<file path="src/rtl/lcd3_map.svh">
`ifndef LCD3_MAP_SVH
`define LCD3_MAP_SVH

// Register indices; the byte address is four times the index.
`define LCD3_IDX_CNT31 10'h19e
`define LCD3_IDX_PHASE 10'h19f
`define LCD3_IDX_CNT32 10'h1a0
`define LCD3_IDX_CTRL 10'h1a1
`define LCD3_IDX_DCC 10'h1a2
`define LCD3_IDX_STAT 10'h1a3

// Field positions.
`define LCD3_LO_LSB 4
`define LCD3_HI_LSB 0
`define LCD3_BYP32_BIT 5
`define LCD3_BYP31_BIT 4
`define LCD3_NOSYNC_BIT 3
`define LCD3_FORCE_BIT 2
`define LCD3_START32_BIT 1
`define LCD3_START31_BIT 0
`define LCD3_DCCDIS_BIT 0

// Reset values.
`define LCD3_RST_PHASE 8'h00
`define LCD3_RST_CNT 8'h00
`define LCD3_RST_CTRL 6'h00
`define LCD3_RST_DCC 1'h0

`endif

</file>
<file path="src/rtl/lcd3_pkg.sv">
package lcd3_pkg;

   typedef enum logic {
      ph_low,
      ph_high
   } lcd3_phase_type;

   typedef enum logic [2:0] {
      reg_none,
      reg_cnt31,
      reg_phase,
      reg_cnt32,
      reg_ctrl,
      reg_dcc,
      reg_stat
   } lcd3_reg_type;

   typedef struct packed {
      logic [3:0] lo;
      logic [3:0] hi;
      logic byp;
      logic start_hi;
   } lcd3_div_cfg_type;

endpackage

</file>
<file path="src/rtl/lcd3_channel.sv">
// Summary of operation
// - Divider 3.2 low lasts low field plus one with correction off
// - Divider 3.2 high lasts high field plus one with correction off
// - Divider 3.1 timed alike from own fields
// - Two 4-bit phase settings, reset to zero
// - Bypass bit 5 powers down, passes 3.2
// - Bypass bit 4 powers down, passes 3.1
// - Bit 3 set ignores chip-level sync
// - With sync ignored, bit 2 forces chan_clk_out
// - Bit 1 sets divider 3.2 start level
// - Bit 0 sets divider 3.1 start level
// - Duty correction on unless disable bit set
//
// The APB register port was left to the implementer.
`timescale 1ns/1ns
`include "lcd3_map.svh"
module lcd3_channel (
   // Clock and reset.
   input wire logic clk_in,
   input wire logic nrst_in,
   // APB slave.
   input wire logic psel_in,
   input wire logic penable_in,
   input wire logic pwrite_in,
   input wire logic [31:0] paddr_in,
   input wire logic [31:0] pwdata_in,
   input wire logic [3:0] pstrb_in,
   output logic [31:0] prdata_out,
   output logic pready_out,
   output logic pslverr_out,
   // Chip-level sync, active high.
   input wire logic sync_in,
   // Divider outputs.
   output logic div31_clk_out,
   output logic chan_clk_out
);

   function automatic lcd3_pkg::lcd3_reg_type lcd3_dec(input logic [31:0] a);
      lcd3_pkg::lcd3_reg_type r;
      r = lcd3_pkg::reg_none;
      if (a[31:12] == 20'h00000 && a[1:0] == 2'h0) begin
         unique case (a[11:2])
            `LCD3_IDX_CNT31: r = lcd3_pkg::reg_cnt31;
            `LCD3_IDX_PHASE: r = lcd3_pkg::reg_phase;
            `LCD3_IDX_CNT32: r = lcd3_pkg::reg_cnt32;
            `LCD3_IDX_CTRL: r = lcd3_pkg::reg_ctrl;
            `LCD3_IDX_DCC: r = lcd3_pkg::reg_dcc;
            `LCD3_IDX_STAT: r = lcd3_pkg::reg_stat;
            default: r = lcd3_pkg::reg_none;
         endcase
      end
      return r;
   endfunction

   // Last count of the current phase; correction halves the period, high taking the odd count.
   function automatic logic [3:0] lcd3_lim(input lcd3_pkg::lcd3_div_cfg_type c,
                                          input logic dcc,
                                          input lcd3_pkg::lcd3_phase_type ph);
      logic [5:0] tot;
      logic [5:0] hl;
      logic [5:0] ll;
      tot = {2'h0, c.lo} + {2'h0, c.hi} + 6'h02;
      hl = (tot + 6'h01) >> 1;
      ll = tot - hl;
      if (dcc) begin
         lcd3_lim = (ph == lcd3_pkg::ph_high) ? 4'(hl - 6'h01) : 4'(ll - 6'h01);
      end else begin
         lcd3_lim = (ph == lcd3_pkg::ph_high) ? c.hi : c.lo;
      end
   endfunction

   logic [7:0] phase_r, phase_nxt;
   logic [7:0] cnt31_r, cnt31_nxt;
   logic [7:0] cnt32_r, cnt32_nxt;
   logic [5:0] ctrl_r, ctrl_nxt;
   logic dcc_off_r, dcc_off_nxt;
   logic [31:0] prdata_r, prdata_nxt;
   logic pready_r, pready_nxt;
   logic pslverr_r, pslverr_nxt;
   logic src_r, src_nxt;
   logic div31_r, div31_nxt;
   logic chan_r, chan_nxt;
   logic [3:0] cnt_r [2];
   logic [3:0] cnt_nxt [2];
   lcd3_pkg::lcd3_phase_type ph_r [2];
   lcd3_pkg::lcd3_phase_type ph_nxt [2];
   lcd3_pkg::lcd3_div_cfg_type cfg [2];
   lcd3_pkg::lcd3_reg_type sel;
   logic [3:0] lim [2];
   logic en_in [2];
   logic en_out [2];
   logic lvl_in [2];
   logic lvl_out [2];
   logic setup;
   logic wr;
   logic nosync;
   logic hold;
   logic dcc_on;

   assign sel = lcd3_dec(paddr_in);
   assign setup = psel_in && !penable_in;
   assign wr = psel_in && penable_in && pwrite_in && pready_r && pstrb_in[0];
   // Sync obeyed.
   // sync hold select
   assign nosync = ctrl_r[`LCD3_NOSYNC_BIT];
   assign hold = sync_in && !nosync;
   assign dcc_on = !dcc_off_r;

   assign cfg[0] = '{lo: cnt31_r[`LCD3_LO_LSB +: 4], hi: cnt31_r[`LCD3_HI_LSB +: 4],
                     byp: ctrl_r[`LCD3_BYP31_BIT], start_hi: ctrl_r[`LCD3_START31_BIT]};
   assign cfg[1] = '{lo: cnt32_r[`LCD3_LO_LSB +: 4], hi: cnt32_r[`LCD3_HI_LSB +: 4],
                     byp: ctrl_r[`LCD3_BYP32_BIT], start_hi: ctrl_r[`LCD3_START32_BIT]};

   // Source stand-in: the divider input clock sampled as a level.
   assign en_in[0] = 1'b1;
   assign lvl_in[0] = src_r;
   assign en_in[1] = en_out[0];
   assign lvl_in[1] = lvl_out[0];

   // Register file and APB answer.
   always_comb begin
      phase_nxt = phase_r;
      cnt31_nxt = cnt31_r;
      cnt32_nxt = cnt32_r;
      ctrl_nxt = ctrl_r;
      dcc_off_nxt = dcc_off_r;
      pready_nxt = setup;
      pslverr_nxt = setup && sel == lcd3_pkg::reg_none;
      prdata_nxt = 32'h00000000;
      if (wr) begin
         unique case (sel)
            lcd3_pkg::reg_cnt31: cnt31_nxt = pwdata_in[7:0];
            lcd3_pkg::reg_phase: phase_nxt = pwdata_in[7:0];
            lcd3_pkg::reg_cnt32: cnt32_nxt = pwdata_in[7:0];
            lcd3_pkg::reg_ctrl: ctrl_nxt = pwdata_in[5:0];
            lcd3_pkg::reg_dcc: dcc_off_nxt = pwdata_in[`LCD3_DCCDIS_BIT];
            default: ;
         endcase
      end
      if (setup && !pwrite_in) begin
         unique case (sel)
            lcd3_pkg::reg_cnt31: prdata_nxt = {24'h000000, cnt31_r};
            lcd3_pkg::reg_phase: prdata_nxt = {24'h000000, phase_r};
            lcd3_pkg::reg_cnt32: prdata_nxt = {24'h000000, cnt32_r};
            lcd3_pkg::reg_ctrl: prdata_nxt = {26'h0000000, ctrl_r};
            lcd3_pkg::reg_dcc: prdata_nxt = {31'h00000000, dcc_off_r};
            lcd3_pkg::reg_stat: prdata_nxt = {29'h00000000, hold, lvl_out[1], lvl_out[0]};
            default: prdata_nxt = 32'h00000000;
         endcase
      end
   end

   always_ff @(posedge clk_in or negedge nrst_in) begin
      if (!nrst_in) begin
         phase_r <= `LCD3_RST_PHASE;
         cnt31_r <= `LCD3_RST_CNT;
         cnt32_r <= `LCD3_RST_CNT;
         ctrl_r <= `LCD3_RST_CTRL;
         dcc_off_r <= `LCD3_RST_DCC;
         prdata_r <= 32'h00000000;
         pready_r <= 1'b0;
         pslverr_r <= 1'b0;
      end else begin
         phase_r <= phase_nxt;
         cnt31_r <= cnt31_nxt;
         cnt32_r <= cnt32_nxt;
         ctrl_r <= ctrl_nxt;
         dcc_off_r <= dcc_off_nxt;
         prdata_r <= prdata_nxt;
         pready_r <= pready_nxt;
         pslverr_r <= pslverr_nxt;
      end
   end

   assign prdata_out = prdata_r;
   assign pready_out = pready_r;
   assign pslverr_out = pslverr_r;

   for (genvar g = 0; g < 2; g++) begin : g_div
      // Correction acts on the final stage only.
      assign lim[g] = lcd3_lim(cfg[g], dcc_on && g == 1, ph_r[g]);
      assign lvl_out[g] = cfg[g].byp ? lvl_in[g] : ph_r[g] == lcd3_pkg::ph_high;
      assign en_out[g] = cfg[g].byp ? en_in[g] :
                         en_in[g] && !hold && ph_r[g] == lcd3_pkg::ph_low && cnt_r[g] == lim[g];

      always_comb begin
         cnt_nxt[g] = cnt_r[g];
         ph_nxt[g] = ph_r[g];
         if (hold || cfg[g].byp) begin
            cnt_nxt[g] = 4'h0;
            if (hold) begin
               ph_nxt[g] = cfg[g].start_hi ? lcd3_pkg::ph_high : lcd3_pkg::ph_low;
            end
         end else if (en_in[g]) begin
            if (cnt_r[g] == lim[g]) begin
               cnt_nxt[g] = 4'h0;
               ph_nxt[g] = (ph_r[g] == lcd3_pkg::ph_high) ? lcd3_pkg::ph_low : lcd3_pkg::ph_high;
            end else begin
               cnt_nxt[g] = cnt_r[g] + 4'h1;
            end
         end
      end

      always_ff @(posedge clk_in or negedge nrst_in) begin
         if (!nrst_in) begin
            cnt_r[g] <= 4'h0;
            ph_r[g] <= lcd3_pkg::ph_low;
         end else begin
            cnt_r[g] <= cnt_nxt[g];
            ph_r[g] <= ph_nxt[g];
         end
      end
   end

   // Output stage.
   always_comb begin
      src_nxt = !src_r;
      div31_nxt = lvl_out[0];
      chan_nxt = nosync ? ctrl_r[`LCD3_FORCE_BIT] : lvl_out[1];
   end

   always_ff @(posedge clk_in or negedge nrst_in) begin
      if (!nrst_in) begin
         src_r <= 1'b0;
         div31_r <= 1'b0;
         chan_r <= 1'b0;
      end else begin
         src_r <= src_nxt;
         div31_r <= div31_nxt;
         chan_r <= chan_nxt;
      end
   end

   assign div31_clk_out = div31_r;
   assign chan_clk_out = chan_r;
endmodule

</file>
<file path="config.mk">
export PLATFORM = sky130hd
export DESIGN_NAME = lcd3_channel
export DESIGN_NICKNAME = d
export VERILOG_FILES = /design/src/rtl/lcd3_pkg.sv /design/src/rtl/lcd3_channel.sv
export VERILOG_INCLUDE_DIRS = /design/src /design/src/rtl
export SDC_FILE = /design/constraint.sdc
export NUM_CORES = 1
export LEC_CHECK = 0
export ABC_AREA = 1
export BUFFER_PORTS_ARGS = -buffer_cell sky130_fd_sc_hd__buf_2
export CORE_MARGIN = 1
export CORE_UTILIZATION = 53
export CTS_BUF_LIST = sky130_fd_sc_hd__clkbuf_2
export DETAILED_ROUTE_END_ITERATION = 7
export GPL_ROUTABILITY_DRIVEN = 0
export HOLD_SLACK_MARGIN = 0.02
export PLACE_DENSITY_LB_ADDON = 0.1
export SETUP_SLACK_MARGIN = 0.02
export SLEW_MARGIN = 20
export SYNTH_ARGS = -nofsm -noshare
export SYNTH_HDL_FRONTEND = slang
export SYNTH_SLANG_ARGS = --single-unit
export TNS_END_PERCENT = 10
</file>
<file path="constraint.sdc">
create_clock -name clk_in -period 4.4 [get_ports clk_in]
set_input_delay 0.44 -clock clk_in [delete_from_list [all_inputs] [get_ports clk_in]]
set_output_delay 0.44 -clock clk_in [all_outputs]
set_load 0.01 [all_outputs]
</file>
Yosys cells after proc, flatten, opt, wreduce, memory -nomap -nowiden
Index checks and enable logic that the tools add are counted.

storage, ports and cells
  register bits = 78
  input bits = 74
  output and inout port bits = 36
  word-level logic and storage cells = 99

operators by class
  $add $sub $neg = 8
  equality and inequality tests = 16
  mux-type cells = 28
  bitwise operators = 1
  reductions and logical operators = 31

operator list
  operator             number
  $eq 10x9->1 const B  6
  $pmux 8 s6           1
  $mux 4               9
  $logic_not 20->1     1
  $pmux 3 s6           1
  $mux 1               15
  $reduce_and 2->1     6
  $logic_and 1x1->1    11
  $eq 3x3->1 const B   3
  $add 4x1->4 const B  2
  $eq 4x4->1           2
  $mux 8               1
  $sub 4x1->4 const B  2
  $eq 3x2->1 const B   2
  $reduce_bool 2->1    3
  $add 4x4->5          1
  $add 5x1->5 const B  1
  $add 5x2->5 const B  1
  $logic_not 1->1      5
  $ne 2x2->1 const B   2
  $sub 4x4->4          1
  $eq 3x1->1 const B   1
  $logic_not 3->1      1
  $mux 3               1
  other kinds (4)      5

Longest topological paths before layout
  word-level depth = 11
  mapped depth = 26
  mapped depth without buffers = 26

Least setup slack after synthesis
OpenSTA, ideal clock, no wires.

  path kind = register to register
  start = reg cnt32_r[1]
  end = reg cnt_r[3] (netlist bit)
  library setup time = 0.125 ns
  arrival = 3.125 ns
  data required time = 4.275 ns
  setup slack = 1.150 ns
  cell stages (with the launch flop) = 22
  buffers on the path = 0
  period minus slack after synthesis = 3.250 ns
  path through = dfrtp_1 -> inv_1 -> ha_1 -> inv_1 -> ha_1 -> fa_1 -> nand3_1 -> xor2_1 -> inv_1 -> ha_1 -> nand2_1 -> nand2_1 -> a31oi_1 -> nand3_1 -> nand3_1 -> nand2_1 -> nand2_1 -> nand2_1 -> nand2_1 -> nand3_1 -> a21oi_1 -> a21oi_1

between the ends
  cells in the longest elaborated chain, start to end = 11
  elaborated cells between the ends (all ways) = 13
  those cells by class = 6 x add/sub; 1 x eq/ne; 6 x mux

ends and longest elaborated chain
  element                         line                 source
  start: declaration              lcd3_channel.sv:74   logic [7:0] cnt32_r, cnt32_nxt;
  start signal: assignment        lcd3_channel.sv:157  cnt32_r <= `LCD3_RST_CNT;
  start signal: assignment        lcd3_channel.sv:166  cnt32_r <= cnt32_nxt;
  $add 4x4->5                     lcd3_channel.sv:62   tot = {2'h0, c.lo} + {2'h0, c.hi} + 6'h02;
  $add 5x2->5                     lcd3_channel.sv:62
  $add 5x1->5                     lcd3_channel.sv:63   hl = (tot + 6'h01) >> 1;
  $sub 4x4->4                     lcd3_channel.sv:64   ll = tot - hl;
  $sub 4x1->4                     lcd3_channel.sv:66   lcd3_lim = (ph == lcd3_pkg::ph_high) ? 4'(hl - 6'h01) : 4'(ll - 6'h01);
  $mux 4                          lcd3_channel.sv:66
  $mux 4 (*)                      lcd3_channel.sv:65   if (dcc) begin
  $eq 4x4->1 (*)                  lcd3_channel.sv:195  if (cnt_r[g] == lim[g]) begin
  $mux 4 (*)                      lcd3_channel.sv:195
  $mux 4 (*)                      lcd3_channel.sv:194  end else if (en_in[g]) begin
  $mux 4 (*)                      lcd3_channel.sv:189  if (hold || cfg[g].byp) begin
  end signal: indexed assignment  lcd3_channel.sv:209  cnt_r[g] <= cnt_nxt[g];
  end: declaration                lcd3_channel.sv:83   logic [3:0] cnt_r [2];

Every way passes the cells marked *; elsewhere a longest branch is shown, timed or not. The select of a mux whose other input is x is not followed.
A chain may end at the register's enable or synchronous reset.

Worst setup path in the final report
Ends and elaborated chain as after synthesis.

==> flow_metrics.tcl <==
set metrics [dict create \
    synth_top_cell_by_area "dfrtp_1" \
    finalClockSkew_ns 0.01166 \
    yosysWarnings 0 \
    wl_per_cell_um 12.97 \
    drc_errors 0 \
    placed_cells 579 \
    coreArea_sq_um 6386 \
    cts.repair.resized 0 \
    end_kind "flip-flop" \
    grt_use_met1_pct 31.84 \
    slew_violations 0 \
    ys_seq_area_share_pct 38.39 \
    utilization_pct 59.72 \
    cts_buffers 5 \
    fin_setup_tns_ns 0 \
    syn_area_per_cell_sq_um 7.839 \
    critPathKind "flip-flop to flip-flop" \
    drt.antenna.violating_nets 0 \
    path_max_fanout 4 \
    grt.total_usage_pct 23.45 \
    clock_sinks 54 \
    fin_crit_ns 3.740 \
    synth_top_area_share_pct 38.39 \
    worst_path_max_delay_cell "fa_1" \
    max-cap-violations 0 \
    fin_crit_sh_pct 85.01 \
    grt_max_degree 55 \
    grt_overflow 0 \
    start_util_pct 55.11 \
    drive_gt1_share_pct 20.24 \
    dieArea_sq_um 6971 \
    diodes 0 \
    clock_latency_ns 0.44 \
    fin_nets 598 \
    synthTopCellsByArea "dfrtp_1, nand2_1, nand3_1" \
    setup_viol 0 \
    chipWidth_um 83.49 \
    syn_area_sq_um 3520 \
    synth_seq_cells 54 \
    synthDistinctLibCells 42 \
    drt-pass1-iter-count 4 \
    cts_post_setup_buffers_inserted 0 \
    arrival_ns 4.11 \
    status "finished clean" \
    regToRegStartpoint "cnt32_r[1]$_DFFE_PN0P_" \
    slew_headroom_pct 54.35 \
    hold_buffers 0 \
    power.density_nw_per_um2 245.2 \
    hold_violations 0 \
    grt_pass1_wl_um 13120 \
    core.rowCount 29 \
    ys_async_sr_fraction_pct 100.0 \
    crit_chain "inv_1, ha_1, inv_1, ha_1, fa_1, nand3_1, xor2_1, inv_1, ha_1, nand2_1, nand2_1, a31oi_1, nand3_1, nand3_1, nand2_1, nand2_1, nand2_1, nand2_1, nand3_1, a21oi_1, a21oi_1" \
    clk_pin_slew_ns 0.27 \
    setup.worst_path.start "cnt32_r[1]$_DFFE_PN0P_" \
    vias 2997 \
    cts_buffer_depth 2 \
    hold_path_class "input pin to asynchronous set/reset pin" \
    peakVddDrop_mv 0.2009 \
    syn_inst 449 \
    ios 110 \
    grt_util_met3_pct 3.858 \
    drt-total-wl_um 7600 \
    whs_ns 0.07417 \
    via_per_inst 5.114 \
    antenna_found_initial 0 \
    dpl.hpwl_um 5901 \
    fmaxAchievable_mhz 267.4 \
    rsz0062_at_grt "no" \
    yosys_most_used_dff "dfrtp_1" \
    grt_pass1_vias 2844 \
    crit_top_cell "nand2_1" \
    worst_pin_slew_ns 0.6848 \
    die_height_um 83.49 \
    gr-max-usage-layer "met2" \
    pre_cts_ws_ns 0.6652 \
    numPortBuffers 58 \
    layout.cells.non_filler 586 \
    crit_required_ns 4.77 \
    cts_tree "done" \
    cts_root_buffer "clkbuf_2" \
    synth_edf_count 0 \
    setup_slack_ns 0.6596 \
    drtIter0Drc 214 \
    met2_usage_pct 39.42 \
    area_delta_synth_final_pct 8.354 \
    total_leakage_power_nw 2.042 \
    h-tree-depth 2 \
    start_kind "flip-flop" \
    slowest_delay_ns 0.56 \
]
[layout by cell type, fill, tap and decap left out, drive strengths merged, types with 3 or more instances in the layout]
cell type	Yosys	routed
a21oi	10	10
a41oi	3	3
and3	3	3
buf	28	59
clkbuf	1	5
clkinv	3	4
conb	1	24
dfrtp	54	54
ha	13	13
inv	55	56
nand2	114	114
nand3	41	41
nor2	42	42
nor4	3	3
o211ai	4	4
o21ai	46	46
xor2	10	10
[cells in the mapped netlist (3+ instances only)]
cell and number:
nand2_1 107, dfrtp_1 54, inv_1 50, nand3_1 39
nor2_1 39, buf_4 25, o21ai_1 17, o21ai_0 15
o21ai_2 14, ha_1 13, a21oi_1 10, xor2_1 10
inv_2 5, nand2_2 4, o211ai_1 4, a41oi_1 3
buf_6 3, nand2_4 3, nor4_2 3
[sequential cells by signal, summed over array words and instances (netlist names)]
| register | count |
|---|---|
| pslverr_out | 1 |
| ctrl_r | 6 |
| pready_out | 1 |
| cnt_r | 8 |
| prdata_out | 8 |
| cnt31_r | 8 |
| src_r | 1 |
| div31_clk_out | 1 |
| cnt32_r | 8 |
| chan_clk_out | 1 |
| dcc_off_r | 1 |
| ph_r | 2 |
| phase_r | 8 |
[metal layers]
layer | part of all wire (%) | routed length, um
met5 | 0 | 0
met3 | 3.6 | 271
met4 | 0.83 | 63
met1 | 47 | 3564
met2 | 49 | 3700
[worst paths after layout]
path                       slack (ns)                 endpoint  cells past startpoint
max in group asynchronous        3.89   chan_clk_out$_DFF_PN0_                      2
min in group clk_in              0.12    pslverr_out$_DFF_PN0_                      2
max                              0.66     cnt_r[3]$_DFFE_PN0P_                     21
max reg2reg                      0.66     cnt_r[3]$_DFFE_PN0P_                     21
min reg2reg                      0.44          src_r$_DFF_PN0_                      1
min                              0.07  prdata_out[3]$_DFF_PN0_                      2
[where the power goes]
part	switching (W)	total (W)	internal [W]
Sequential	0.0000298	0.000546	0.000516
Combinational	0.000120	0.000192	0.0000713
Clock	0.000160	0.000198	0.0000377
Total	0.000310	0.000935	0.000625
[critical path, delay by kind of cell, from the launching register on]
kind	cells	cell delay, ns
buf+inv	3	0.21
xor+xnor	1	0.32
fa+ha+maj	4	1.38
compound gates	3	0.46
flops	1	0.46
simple gates	10	0.85
[cell type report]
class | count | area [sq um]
Tap cell | 77 | 96.34
Clock inverter | 2 | 13.76
Multi-Input combinational cell | 331 | 1809
Timing Repair Buffer | 59 | 297.8
Clock buffer | 5 | 25.02
Fill cell | 630 | 2572
Inverter | 58 | 220.2
Sequential cell | 54 | 1351
[logic make-up after synthesis]
| family | share of synthesized area, % |
|---|---|
| XOR/XNOR | 2.737 |
| other | 0.1065 |
| buffers and inverters | 12.66 |
| adder cells (fa/ha/maj) | 5.759 |
| AND/OR/NAND/NOR | 27.62 |
| AO/OA/AOI/OAI | 12.44 |
| multiplexers | 0.2844 |
| flip-flops | 38.39 |
[metrics by stage]
stage          instance area [sq um]  power (W)
2_1_floorplan                   3606  0.0006907
3_3_place_gp                    3775  0.0007408
3_5_place_dp                    3775  0.0007482
4_1_cts                         3814  0.0009377
5_1_grt                         3814  0.0009954
6_report                        3814  0.0009352
(Power assumes the default switching activity.)
